<file path="src/core/gauge_pkg.sv">
// Constants, register map and state types for the charge gauge logic.
// Assumes one 200 MHz core clock and an asynchronous active-low reset.
package gauge_pkg;
    localparam int CLK_PERIOD_NS = 5;
    localparam logic [6:0] SLAVE_ADDR = 7'h64;
    localparam logic [6:0] ALERT_RESP_ADDR = 7'h0C;
    localparam logic [7:0] ALERT_RESP_BYTE = {SLAVE_ADDR, 1'b0};
    // Register indices.
    localparam logic [2:0] REG_STATUS = 3'h0;
    localparam logic [2:0] REG_CONTROL = 3'h1;
    localparam logic [2:0] REG_CHARGE_MSB = 3'h2;
    localparam logic [2:0] REG_CHARGE_LSB = 3'h3;
    localparam logic [2:0] REG_HIGH_MSB = 3'h4;
    localparam logic [2:0] REG_HIGH_LSB = 3'h5;
    localparam logic [2:0] REG_LOW_MSB = 3'h6;
    localparam logic [2:0] REG_LOW_LSB = 3'h7;
    // Status bit positions.
    localparam int ST_ID = 7;
    localparam int ST_SATURATE = 5;
    localparam int ST_HIGH = 3;
    localparam int ST_LOW = 2;
    localparam int ST_VBAT = 1;
    localparam int ST_LOCKOUT = 0;
    localparam logic [7:0] ST_CLEARABLE = 8'h2F;
    localparam logic [7:0] ST_ALERT_MASK = 8'h2E;
    // Identity bit value is arbitrary.
    localparam logic ID_BIT_VALUE = 1'b0;
    // Control field positions.
    localparam int CT_VBAT_HI = 7;
    localparam int CT_VBAT_LO = 6;
    localparam int CT_PRESC_HI = 5;
    localparam int CT_PRESC_LO = 3;
    localparam int CT_PIN_HI = 2;
    localparam int CT_PIN_LO = 1;
    localparam int CT_SHUTDOWN = 0;
    localparam logic [1:0] PIN_DISABLED = 2'h0;
    localparam logic [1:0] PIN_CHARGE_DONE = 2'h1;
    localparam logic [1:0] PIN_ALERT = 2'h2;
    // Reset values.
    localparam logic [7:0] CONTROL_RESET = 8'h3C;
    localparam logic [15:0] CHARGE_RESET = 16'h7FFF;
    localparam logic [15:0] CHARGE_MAX = 16'hFFFF;
    localparam logic [15:0] CHARGE_MIN = 16'h0000;
    localparam logic [15:0] HIGH_RESET = 16'hFFFF;
    localparam logic [15:0] LOW_RESET = 16'h0000;
    localparam logic [3:0] BITS_PER_BYTE = 4'h8;
    // Synchroniser lanes.
    localparam int NSYNC = 7;
    localparam int SY_SCL = 6;
    localparam int SY_SDA = 5;
    localparam int SY_RAMP = 4;
    localparam int SY_POL = 3;
    localparam int SY_PIN = 2;
    localparam int SY_VBAT = 1;
    localparam int SY_LOCK = 0;
    // Monitor lanes start low so no lockout is seen before real samples.
    localparam logic [NSYNC-1:0] SYNC_RESET = 7'h7C;

    typedef enum logic [2:0] {
        BUS_IDLE = 3'b000,
        BUS_ADDR = 3'b001,
        BUS_ADDR_ACK = 3'b010,
        BUS_WRITE = 3'b011,
        BUS_WRITE_ACK = 3'b100,
        BUS_READ = 3'b101,
        BUS_READ_ACK = 3'b110
    } bus_state_type;

    typedef struct packed {
        logic [NSYNC-1:0] sync1;
        logic [NSYNC-1:0] sync2;
        logic scl_prev;
        logic sda_prev;
        logic ramp_prev;
        bus_state_type bus;
        logic [3:0] bitcnt;
        logic [7:0] shreg;
        logic is_read;
        logic is_ara;
        logic have_ptr;
        logic [2:0] ptr;
        logic sda_oe;
        logic [7:0] control;
        logic [15:0] charge;
        logic [15:0] high;
        logic [15:0] low;
        logic [6:0] presc;
        logic [7:0] flags;
        logic alert;
    } gauge_state_type;
endpackage

</file>
<file path="src/core/coulomb_count_gauge_logic.sv">
// Digital core of a coulomb counting gauge with a two-wire slave port.
// Assumes bus, ramp and supply monitor inputs are asynchronous levels.
`timescale 1ns/1ps
// Function
// [RQ1] Answer only at the fixed seven-bit slave address; the code also answers alert response reads while alert is set.
// [RQ2] Slave only: clock is input, data line open-drain bidirectional.
// [RQ3] Each ramp reversal steps prescaler up or down by polarity.
// [RQ4] Prescaler factor programmable from one to 128 reversals.
// [RQ5] Prescaler overflow adds one to charge, underflow subtracts one.
// [RQ6] Reset: counting on, mid-scale charge, limits open, alert, max factor.
// [RQ7] Charge is sixteen bits held in two byte registers.
// [RQ8] Compare charge with high and low limits, set matching flags.
// [RQ9] Alert mode: pin pulls low on alert, otherwise released.
// [RQ10] Alert asserts on any flag except identity and lockout bits.
// [RQ11] Status read clears flags whose condition is gone, except top bit.
// [RQ12] Charge saturates at ends without wrapping and sets saturate flag.
// [RQ13] Charge-done input high forces charge to maximum.
// [RQ14] Two-bit field selects pin function; alert mode after reset.
// [RQ15] Battery undervoltage sets a flag when selected limit crossed.
// [RQ16] Supply lockout sets flag, halts counting, keeps registers.
// [RQ17] Eight internal registers reachable over the serial port.
// [RQ18] Status register at address zero.
// [RQ19] Eight-bit control register at address one.
// [RQ20] Pin codes: 10 alert, 01 charge-done, 00 disabled; avoid 11.
// [RQ21] Prescaler factor is two to the power of the three-bit field.
// [RQ22] Asserted alert released only by the alert response procedure; the code also releases it when the pin mode becomes disabled or charge-done.
// [RQ23] Limit exceeded means strictly above high or strictly below low.
// [RQ24] Prescaler wraps both ways, producing overflow or underflow.
module coulomb_count_gauge_logic (
    // Clock and reset
    input wire logic i_core_clk,
    input wire logic i_nrst,
    // Two-wire serial bus
    input wire logic i_scl,
    input wire logic i_sda,
    output logic o_sda_out,
    output logic o_sda_oe,
    // Dual-purpose pin
    input wire logic i_alert_or_charge_done_pin,
    output logic o_alert_or_charge_done_pin_out,
    output logic o_alert_or_charge_done_pin_oe,
    // Analog front end
    input wire logic i_ramp_dir,
    input wire logic i_current_positive,
    input wire logic i_battery_low,
    input wire logic i_supply_low_lockout
);
    gauge_pkg::gauge_state_type state_reg;
    gauge_pkg::gauge_state_type state_next;

    logic scl_rise;
    logic scl_fall;
    logic bus_start;
    logic bus_stop;
    logic reversal;
    logic count_en;
    logic [6:0] presc_top;
    logic presc_ovf;
    logic presc_unf;
    logic [7:0] cond;
    logic status_clear;
    logic host_charge_write;
    logic force_full;
    logic [1:0] pin_mode;

    function automatic logic [7:0] read_byte(
        input gauge_pkg::gauge_state_type s, input logic [2:0] idx);
        logic [7:0] r;
        r = 8'h00;
        unique case (idx)
            gauge_pkg::REG_STATUS: begin
                r = s.flags & gauge_pkg::ST_CLEARABLE;
                r[gauge_pkg::ST_ID] = gauge_pkg::ID_BIT_VALUE;
            end
            gauge_pkg::REG_CONTROL: r = s.control;
            gauge_pkg::REG_CHARGE_MSB: r = s.charge[15:8];
            gauge_pkg::REG_CHARGE_LSB: r = s.charge[7:0];
            gauge_pkg::REG_HIGH_MSB: r = s.high[15:8];
            gauge_pkg::REG_HIGH_LSB: r = s.high[7:0];
            gauge_pkg::REG_LOW_MSB: r = s.low[15:8];
            gauge_pkg::REG_LOW_LSB: r = s.low[7:0];
        endcase
        return r;
    endfunction

    always_comb begin
        state_next = state_reg;
        status_clear = 1'b0;
        host_charge_write = 1'b0;
        pin_mode = state_reg.control[gauge_pkg::CT_PIN_HI:gauge_pkg::CT_PIN_LO];
        state_next.sync1 = {i_scl, i_sda, i_ramp_dir, i_current_positive,
            i_alert_or_charge_done_pin, i_battery_low, i_supply_low_lockout};
        state_next.sync2 = state_reg.sync1;
        state_next.scl_prev = state_reg.sync2[gauge_pkg::SY_SCL];
        state_next.sda_prev = state_reg.sync2[gauge_pkg::SY_SDA];
        state_next.ramp_prev = state_reg.sync2[gauge_pkg::SY_RAMP];
        scl_rise = state_reg.sync2[gauge_pkg::SY_SCL] & ~state_reg.scl_prev;
        scl_fall = ~state_reg.sync2[gauge_pkg::SY_SCL] & state_reg.scl_prev;
        bus_start = state_reg.sync2[gauge_pkg::SY_SCL] & state_reg.scl_prev
            & state_reg.sda_prev & ~state_reg.sync2[gauge_pkg::SY_SDA];
        bus_stop = state_reg.sync2[gauge_pkg::SY_SCL] & state_reg.scl_prev
            & ~state_reg.sda_prev & state_reg.sync2[gauge_pkg::SY_SDA];

        // Serial slave; the clock line is only ever sampled.
        if (bus_start) begin
            state_next.bus = gauge_pkg::BUS_ADDR;
            state_next.bitcnt = 4'h0;
            state_next.sda_oe = 1'b0;
        end else if (bus_stop) begin
            state_next.bus = gauge_pkg::BUS_IDLE;
            state_next.sda_oe = 1'b0;
        end else if (scl_rise) begin
            if (state_reg.bus == gauge_pkg::BUS_ADDR ||
                state_reg.bus == gauge_pkg::BUS_WRITE) begin
                state_next.shreg = {state_reg.shreg[6:0],
                    state_reg.sync2[gauge_pkg::SY_SDA]};
                state_next.bitcnt = state_reg.bitcnt + 4'h1;
            end else if (state_reg.bus == gauge_pkg::BUS_READ) begin
                state_next.bitcnt = state_reg.bitcnt + 4'h1;
            end else if (state_reg.bus == gauge_pkg::BUS_READ_ACK &&
                state_reg.sync2[gauge_pkg::SY_SDA]) begin
                state_next.bus = gauge_pkg::BUS_IDLE;
            end
        end else if (scl_fall) begin
            unique case (state_reg.bus)
                gauge_pkg::BUS_IDLE: begin
                end
                gauge_pkg::BUS_ADDR: begin
                    if (state_reg.bitcnt == gauge_pkg::BITS_PER_BYTE) begin
                        if (state_reg.shreg[7:1] == gauge_pkg::SLAVE_ADDR ||
                            (state_reg.shreg[7:1] ==
                            gauge_pkg::ALERT_RESP_ADDR && state_reg.shreg[0]
                            && state_reg.alert)) begin
                            state_next.bus = gauge_pkg::BUS_ADDR_ACK; // [RQ1]
                            state_next.sda_oe = 1'b1; // [RQ2]
                            state_next.is_read = state_reg.shreg[0];
                            state_next.is_ara = state_reg.shreg[7:1] ==
                                gauge_pkg::ALERT_RESP_ADDR;
                            state_next.have_ptr = 1'b0;
                        end else begin
                            state_next.bus = gauge_pkg::BUS_IDLE; // [RQ1]
                        end
                    end
                end
                gauge_pkg::BUS_ADDR_ACK, gauge_pkg::BUS_READ_ACK: begin
                    state_next.bitcnt = 4'h0;
                    if (state_reg.is_read) begin
                        state_next.bus = gauge_pkg::BUS_READ;
                        if (state_reg.is_ara) begin
                            state_next.shreg = gauge_pkg::ALERT_RESP_BYTE;
                        end else begin
                            state_next.shreg = read_byte(state_reg,
                                state_reg.ptr); // [RQ17]
                            status_clear = state_reg.ptr ==
                                gauge_pkg::REG_STATUS; // [RQ18]
                            state_next.ptr = state_reg.ptr + 3'h1;
                        end
                        state_next.sda_oe = ~state_next.shreg[7];
                    end else begin
                        state_next.bus = gauge_pkg::BUS_WRITE;
                        state_next.sda_oe = 1'b0;
                    end
                end
                gauge_pkg::BUS_WRITE: begin
                    if (state_reg.bitcnt == gauge_pkg::BITS_PER_BYTE) begin
                        state_next.bus = gauge_pkg::BUS_WRITE_ACK;
                        state_next.sda_oe = 1'b1;
                        state_next.have_ptr = 1'b1;
                        if (!state_reg.have_ptr) begin
                            state_next.ptr = state_reg.shreg[2:0];
                        end else begin
                            state_next.ptr = state_reg.ptr + 3'h1;
                            unique case (state_reg.ptr)
                                gauge_pkg::REG_STATUS: begin
                                end
                                gauge_pkg::REG_CONTROL:
                                    state_next.control = state_reg.shreg;
                                gauge_pkg::REG_CHARGE_MSB: begin
                                    state_next.charge[15:8] = state_reg.shreg;
                                    host_charge_write = 1'b1; // [RQ7]
                                end
                                gauge_pkg::REG_CHARGE_LSB: begin
                                    state_next.charge[7:0] = state_reg.shreg;
                                    host_charge_write = 1'b1; // [RQ7]
                                end
                                gauge_pkg::REG_HIGH_MSB:
                                    state_next.high[15:8] = state_reg.shreg;
                                gauge_pkg::REG_HIGH_LSB:
                                    state_next.high[7:0] = state_reg.shreg;
                                gauge_pkg::REG_LOW_MSB:
                                    state_next.low[15:8] = state_reg.shreg;
                                gauge_pkg::REG_LOW_LSB:
                                    state_next.low[7:0] = state_reg.shreg;
                            endcase
                        end
                    end
                end
                gauge_pkg::BUS_WRITE_ACK: begin
                    state_next.bus = gauge_pkg::BUS_WRITE;
                    state_next.bitcnt = 4'h0;
                    state_next.sda_oe = 1'b0;
                end
                gauge_pkg::BUS_READ: begin
                    if (state_reg.bitcnt == gauge_pkg::BITS_PER_BYTE) begin
                        state_next.bus = gauge_pkg::BUS_READ_ACK;
                        state_next.sda_oe = 1'b0;
                    end else begin
                        state_next.shreg = {state_reg.shreg[6:0], 1'b0};
                        state_next.sda_oe = ~state_reg.shreg[6];
                    end
                end
                default: state_next.bus = gauge_pkg::BUS_IDLE;
            endcase
        end

        // Counting halts in lockout or power down but keeps every value.
        count_en = ~state_reg.sync2[gauge_pkg::SY_LOCK] &
            ~state_reg.control[gauge_pkg::CT_SHUTDOWN]; // [RQ16]
        reversal = state_reg.sync2[gauge_pkg::SY_RAMP] ^ state_reg.ramp_prev;
        presc_top = 7'((8'h01 << state_reg.control[gauge_pkg::CT_PRESC_HI:
            gauge_pkg::CT_PRESC_LO]) - 8'h01); // [RQ4] [RQ21]
        presc_ovf = 1'b0;
        presc_unf = 1'b0;
        if (count_en && reversal) begin // [RQ3]
            if (state_reg.sync2[gauge_pkg::SY_POL]) begin
                if (state_reg.presc >= presc_top) begin
                    state_next.presc = 7'h00; // [RQ24]
                    presc_ovf = 1'b1;
                end else begin
                    state_next.presc = state_reg.presc + 7'h01;
                end
            end else begin
                if (state_reg.presc == 7'h00) begin
                    state_next.presc = presc_top; // [RQ24]
                    presc_unf = 1'b1;
                end else begin
                    state_next.presc = state_reg.presc - 7'h01;
                end
            end
        end

        cond = 8'h00;
        if (!host_charge_write) begin
            if (presc_ovf) begin // [RQ5]
                if (state_reg.charge == gauge_pkg::CHARGE_MAX) begin
                    cond[gauge_pkg::ST_SATURATE] = 1'b1; // [RQ12]
                end else begin
                    state_next.charge = state_reg.charge + 16'h0001;
                end
            end else if (presc_unf) begin // [RQ5]
                if (state_reg.charge == gauge_pkg::CHARGE_MIN) begin
                    cond[gauge_pkg::ST_SATURATE] = 1'b1; // [RQ12]
                end else begin
                    state_next.charge = state_reg.charge - 16'h0001;
                end
            end
        end
        // A full charger overrides both counting and host writes.
        force_full = pin_mode == gauge_pkg::PIN_CHARGE_DONE &&
            state_reg.sync2[gauge_pkg::SY_PIN]; // [RQ13] [RQ20]
        if (force_full) begin
            state_next.charge = gauge_pkg::CHARGE_MAX; // [RQ13]
        end

        cond[gauge_pkg::ST_HIGH] = state_reg.charge > state_reg.high; // [RQ23]
        cond[gauge_pkg::ST_LOW] = state_reg.charge < state_reg.low; // [RQ23]
        cond[gauge_pkg::ST_VBAT] = state_reg.sync2[gauge_pkg::SY_VBAT] &&
            state_reg.control[gauge_pkg::CT_VBAT_HI:gauge_pkg::CT_VBAT_LO]
            != 2'h0; // [RQ15]
        cond[gauge_pkg::ST_LOCKOUT] = state_reg.sync2[gauge_pkg::SY_LOCK];
        // A flag whose cause is still present survives the clearing read.
        state_next.flags = (cond | (status_clear ? 8'h00 : state_reg.flags))
            & gauge_pkg::ST_CLEARABLE; // [RQ8] [RQ11] [RQ16]

        // Alert latches on a newly raised flag and drops on the response.
        if (!state_reg.control[gauge_pkg::CT_PIN_HI]) begin
            state_next.alert = 1'b0; // [RQ14]
        end else if (|(cond & ~state_reg.flags & gauge_pkg::ST_ALERT_MASK))
            begin
            state_next.alert = 1'b1; // [RQ10]
        end else if (state_reg.is_ara && scl_fall &&
            state_reg.bus == gauge_pkg::BUS_READ_ACK) begin
            state_next.alert = 1'b0; // [RQ22]
        end
    end

    always_ff @(posedge i_core_clk or negedge i_nrst) begin
        if (!i_nrst) begin
            state_reg <= '0;
            state_reg.sync1 <= gauge_pkg::SYNC_RESET;
            state_reg.sync2 <= gauge_pkg::SYNC_RESET;
            state_reg.scl_prev <= 1'b1;
            state_reg.sda_prev <= 1'b1;
            state_reg.ramp_prev <= gauge_pkg::SYNC_RESET[gauge_pkg::SY_RAMP];
            state_reg.bus <= gauge_pkg::BUS_IDLE;
            state_reg.control <= gauge_pkg::CONTROL_RESET; // [RQ6] [RQ19]
            state_reg.charge <= gauge_pkg::CHARGE_RESET; // [RQ6]
            state_reg.high <= gauge_pkg::HIGH_RESET; // [RQ6]
            state_reg.low <= gauge_pkg::LOW_RESET; // [RQ6]
        end else begin
            state_reg <= state_next;
        end
    end

    assign o_sda_out = 1'b0; // [RQ2]
    assign o_sda_oe = state_reg.sda_oe;
    assign o_alert_or_charge_done_pin_out = 1'b0; // [RQ9]
    assign o_alert_or_charge_done_pin_oe = state_reg.alert; // [RQ9]

    a_addr_reject: assert property (@(posedge i_core_clk) // [RQ1]
        disable iff (!i_nrst) scl_fall && !bus_start && !bus_stop &&
        state_reg.bus == gauge_pkg::BUS_ADDR &&
        state_reg.bitcnt == gauge_pkg::BITS_PER_BYTE &&
        state_reg.shreg[7:1] != gauge_pkg::SLAVE_ADDR &&
        state_reg.shreg[7:1] != gauge_pkg::ALERT_RESP_ADDR
        |=> state_reg.bus == gauge_pkg::BUS_IDLE && !o_sda_oe)
        else $error("foreign address acknowledged");
    a_sda_on_fall: assert property (@(posedge i_core_clk) // [RQ2]
        disable iff (!i_nrst) $rose(o_sda_oe) |-> $past(scl_fall))
        else $error("data line driven outside clock low");
    a_presc_step: assert property (@(posedge i_core_clk) // [RQ3]
        disable iff (!i_nrst) count_en && reversal &&
        state_reg.sync2[gauge_pkg::SY_POL] && state_reg.presc < presc_top
        |=> state_reg.presc == $past(state_reg.presc) + 7'h01)
        else $error("prescaler did not step up");
    a_presc_wrap: assert property (@(posedge i_core_clk) // [RQ24]
        disable iff (!i_nrst) count_en && reversal && !force_full &&
        !state_reg.sync2[gauge_pkg::SY_POL] && state_reg.presc == 7'h00 &&
        !host_charge_write && state_reg.charge != gauge_pkg::CHARGE_MIN
        |=> state_reg.charge == $past(state_reg.charge) - 16'h0001)
        else $error("underflow did not decrement charge");
    a_charge_sat: assert property (@(posedge i_core_clk) // [RQ12]
        disable iff (!i_nrst) presc_ovf && !host_charge_write &&
        state_reg.charge == gauge_pkg::CHARGE_MAX
        |=> state_reg.charge == gauge_pkg::CHARGE_MAX &&
        state_reg.flags[gauge_pkg::ST_SATURATE])
        else $error("charge wrapped at maximum");
    a_charge_full: assert property (@(posedge i_core_clk) // [RQ13]
        disable iff (!i_nrst) force_full |=> state_reg.charge ==
        gauge_pkg::CHARGE_MAX)
        else $error("charge done did not fill counter");
    a_high_flag: assert property (@(posedge i_core_clk) // [RQ8]
        disable iff (!i_nrst) state_reg.charge > state_reg.high
        |=> state_reg.flags[gauge_pkg::ST_HIGH])
        else $error("high limit flag missing");
    a_read_clear: assert property (@(posedge i_core_clk) // [RQ11]
        disable iff (!i_nrst) status_clear && !cond[gauge_pkg::ST_HIGH]
        |=> !state_reg.flags[gauge_pkg::ST_HIGH])
        else $error("status read did not clear flag");
    a_lockout_hold: assert property (@(posedge i_core_clk) // [RQ16]
        disable iff (!i_nrst) state_reg.sync2[gauge_pkg::SY_LOCK]
        |=> state_reg.presc == $past(state_reg.presc) &&
        state_reg.flags[gauge_pkg::ST_LOCKOUT])
        else $error("counting during lockout");
    a_alert_mode: assert property (@(posedge i_core_clk) // [RQ9]
        disable iff (!i_nrst) o_alert_or_charge_done_pin_oe
        |-> $past(state_reg.control[gauge_pkg::CT_PIN_HI]))
        else $error("alert driven outside alert mode");
endmodule

</file>
<file path="config.mk">
export PLATFORM = sky130hd
export DESIGN_NAME = coulomb_count_gauge_logic
export DESIGN_NICKNAME = d
export VERILOG_FILES = /design/src/core/gauge_pkg.sv /design/src/core/coulomb_count_gauge_logic.sv
export SDC_FILE = /design/constraint.sdc
export NUM_CORES = 1
export LEC_CHECK = 0
export ABC_AREA = 1
export BUFFER_PORTS_ARGS = -buffer_cell sky130_fd_sc_hd__buf_2
export CAP_MARGIN = 20
export CELL_PAD_IN_SITES_DETAIL_PLACEMENT = 0
export CELL_PAD_IN_SITES_GLOBAL_PLACEMENT = 1
export CORE_MARGIN = 1.5
export CORE_UTILIZATION = 25
export DETAILED_ROUTE_END_ITERATION = 10
export GPL_TIMING_DRIVEN = 0
export MAX_ROUTING_LAYER = met4
export PLACE_DENSITY = 0.59
export SYNTH_ARGS = -nofsm -noshare
export SYNTH_HDL_FRONTEND = slang
export SYNTH_SLANG_ARGS = --single-unit
export TNS_END_PERCENT = 20
</file>
<file path="constraint.sdc">
create_clock -name i_core_clk -period 2.85 [get_ports i_core_clk]
set_input_delay 0.57 -clock i_core_clk [delete_from_list [all_inputs] [get_ports i_core_clk]]
set_output_delay 0.57 -clock i_core_clk [all_outputs]
set_load 0.02 [all_outputs]
</file>
==> load_flow_metrics.sql <==
INSERT INTO impl_metrics (metric_group, metric, value, unit) VALUES
('run_status', 'status', 'complete, no violations', ''),
('setup_path', 'timing.setup.critical_path_class', 'reg -> reg', ''),
('sta', 'finalSetupViolCount', '0', ''),
('grt', 'grt_first_pass_wirelength', '41.9', 'mm'),
('sta', 'maximum_achievable_frequency', '370', 'MHz'),
('cts', 'clkSlewWorstSetupHoldPaths', '0.08', 'ns'),
('place', 'io_buffers', '10', ''),
('die', 'floorplan.rows', '64', ''),
('sta', 'report.final.hold_viol_count', '0', ''),
('setup_path', 'worstPathArrival', '2.99', 'ns'),
('power', 'report.power.total', '5.62', 'mW'),
('finish', 'layout.cells.non_filler', '1475', ''),
('cts', 'cts_repair_resize_count', '0', ''),
('synthesis', 'post_synth_inst_count', '1051', ''),
('finish', 'mostFrequentLayoutCell', 'nand2_1', ''),
('die', 'starting_density', '0.254', ''),
('place', 'final_hpwl_dp', '20.7', 'mm'),
('synthesis', 'synth.largest_area_cell', 'dfrtp_1', ''),
('synthesis', 'dominant_combinational_cell_family_by_area_after_synthesis', 'simple AND/OR/NAND/NOR gates', ''),
('route', 'first_pass_iters', '5', ''),
('sta', 'final_critical_path_setup_slack', '0.149', 'ns'),
('finish', 'antenna_cells_inserted', '0', ''),
('sta', 'final_critical_path_required_period', '2.70', 'ns'),
('synthesis', 'xor_xnor_fraction_of_synth_area', '0.0293', ''),
('power', 'max-vdd-ir-drop', '0.000261', 'V'),
('synthesis', 'synth-compound-area-share', '0.164', ''),
('finish', 'drive_above_1_share', '0.122', ''),
('sta', 'slew_headroom', '0.459', ''),
('worst_hold_path', 'holdCritPathClass', 'in -> async', ''),
('die', 'fp.dieArea', '32100', 'sq um'),
('grt', 'grt_pass1_vias', '6973', ''),
('cts', 'cts_made_buffers', '9', ''),
('synthesis', 'mappedNetlistArea', '7760', 'sq um'),
('route', 'ant_nets', '0', ''),
('finish', 'area.growth.synth_to_final', '11.9', '%'),
('grt', 'antenna_found_initial', '0', ''),
('setup_path', 'critical_path.max_stage_delay', '0.56', 'ns'),
('place', 'placedCellCount', '1459', ''),
('route', 'route.detailed.vias_per_inst', '4.72', ''),
('cts', 'insertion_delay', '0.36', 'ns'),
('synthesis', 'synth.ff_latch_count', '108', ''),
('cts', 'postCtsSetupRepairBufs', '0', ''),
('synthesis', 'synth.yosys.seq_area_share', '0.356', ''),
('synthesis', 'post_synth.cell_area_avg', '7.39', 'sq um'),
('sta', 'fin_crit_sh', '0.948', ''),
('route', 'routedWlPerCell', '17.8', 'microns'),
('setup_path', 'cpLargestDelayFamily', 'buffers and inverters', ''),
('synthesis', 'post_synth_fa_ha_maj_area_fraction', '0.0886', ''),
('sta', 'worst_slew_pin_tran', '0.806', 'ns'),
('sta', 'skew', '0.0134', 'ns'),
('sta', 'grt_setup_unrepaired', 'no', ''),
('die', 'die_width', '179', 'microns'),
('synthesis', 'synth-simple-area-share', '0.269', ''),
('grt', 'grt_max_degree', '60', ''),
('route', 'max_layer_used', 'met4', ''),
('route', 'route.layer.met1.wl', '13.1', 'mm'),
('setup_path', 'worst_ep_required_time', '3.14', 'ns'),
('place', 'post-place-ws', '0.0536', 'ns'),
('route', 'met3WireLength', '727', 'microns'),
('die', 'die_height', '179', 'microns'),
('setup_path', 'critPathMostFrequentCell', 'nand2_1', ''),
('route', 'drc', '0', ''),
('route', 'drt-initial-drc-count', '467', ''),
('finish', 'layout.cells.most_common_list', '271 x nand2_1, 148 x inv_1, 68 x o21ai_0', ''),
('die', 'top_level_pins', '13', ''),
('synthesis', 'synth-edff-count', '0', ''),
('finish', 'max_ffs_per_register', '93', ''),
('cts', 'cts.sink_count', '108', ''),
('setup_path', 'worstPathMaxFanout', '10', ''),
('synthesis', 'synthesis.yosys.warnings', '0', ''),
('synthesis', 'synth_top_area_share', '0.193', '');
-- power by group --
group          total [mW]  switching, mW  internal [mW]
Clock                1.38          0.676          0.706
Combinational        2.02           1.30          0.720
Sequential           2.22          0.411           1.81
-- through the flow --
step	utilization	TNS, ns	hold WS, ns	instance area (sq um)
after floorplan	-	0	0.274	7770
after global placement	0.272	-13.98	0.334	8310
after detailed placement	0.273	0	0.336	8350
after CTS	0.283	0	0.155	8670
after global routing	0.284	0	0.170	8690
final	0.284	0	0.135	8690
-- worst register-to-register path, stage by stage (launching register included) --
cell and delay (ns):
dfstp_2 0.56, ha_1 0.20, clkbuf_1 0.53, nor3_1 0.19, o21ai_1 0.48, nand2_2 0.23
buf_6 0.22, nand2_1 0.09, nand2_1 0.06, nand2_1 0.06
-- cell type report --
class | count | area, sq um
fillers | 3384 | 21900
multi-input cells | 769 | 4300
flip-flops and latches | 108 | 2760
inverters | 156 | 586
well taps | 396 | 495
clock buffers | 9 | 225
plain buffers | 19 | 138
clock inverters | 7 | 92.6
repair buffers | 11 | 83.8
-- metal layers --
layer	GRT usage	vias up
met2	0.281	112
li1	-	3514
met1	0.246	3313
met3	0.0199	24
met4	0.0482	0
met5	-	-
-- final timing paths --
kind	end	startpoint	depth (start not counted)	slack, ns
worst max register to register	state_reg[57]	state_next[96]	9	0.15
worst min register to register	state_reg[98]	state_next[98]	0	0.35
max in group asynchronous	state_reg[55]	i_nrst	2	1.98
worst min-delay path	state_reg[25]	i_nrst	1	0.13
worst max-delay path	state_reg[57]	state_next[96]	9	0.15
min in group i_core_clk	state_next[102]	i_sda	1	0.30
-- cell usage after synthesis, drive strengths merged, types with 2 or more instances --
cell type,n
nor4,2
nand3,64
clkinv,2
xor2,26
buf,14
nor3,24
ha,55
o2111ai,2
a31oi,5
a211oi,2
dfrtp,60
nand2,282
a22oi,5
o21ai,116
o22ai,24
o211ai,6
a21oi,50
clkbuf,5
dfstp,48
inv,154
nand4,20
nor2,73
-- kinds of logic after synthesis --
| family | count (synthesis) |
|---|---|
| and+or+nand+nor | 468 |
| AOI/OAI and AO/OA | 218 |
| buffers and inverters | 175 |
| DFF | 108 |
| adders and majority gates | 55 |
| xor gates and xnor gates | 26 |
| other | 1 |
Note: power is estimated with default switching activity, not from simulation.
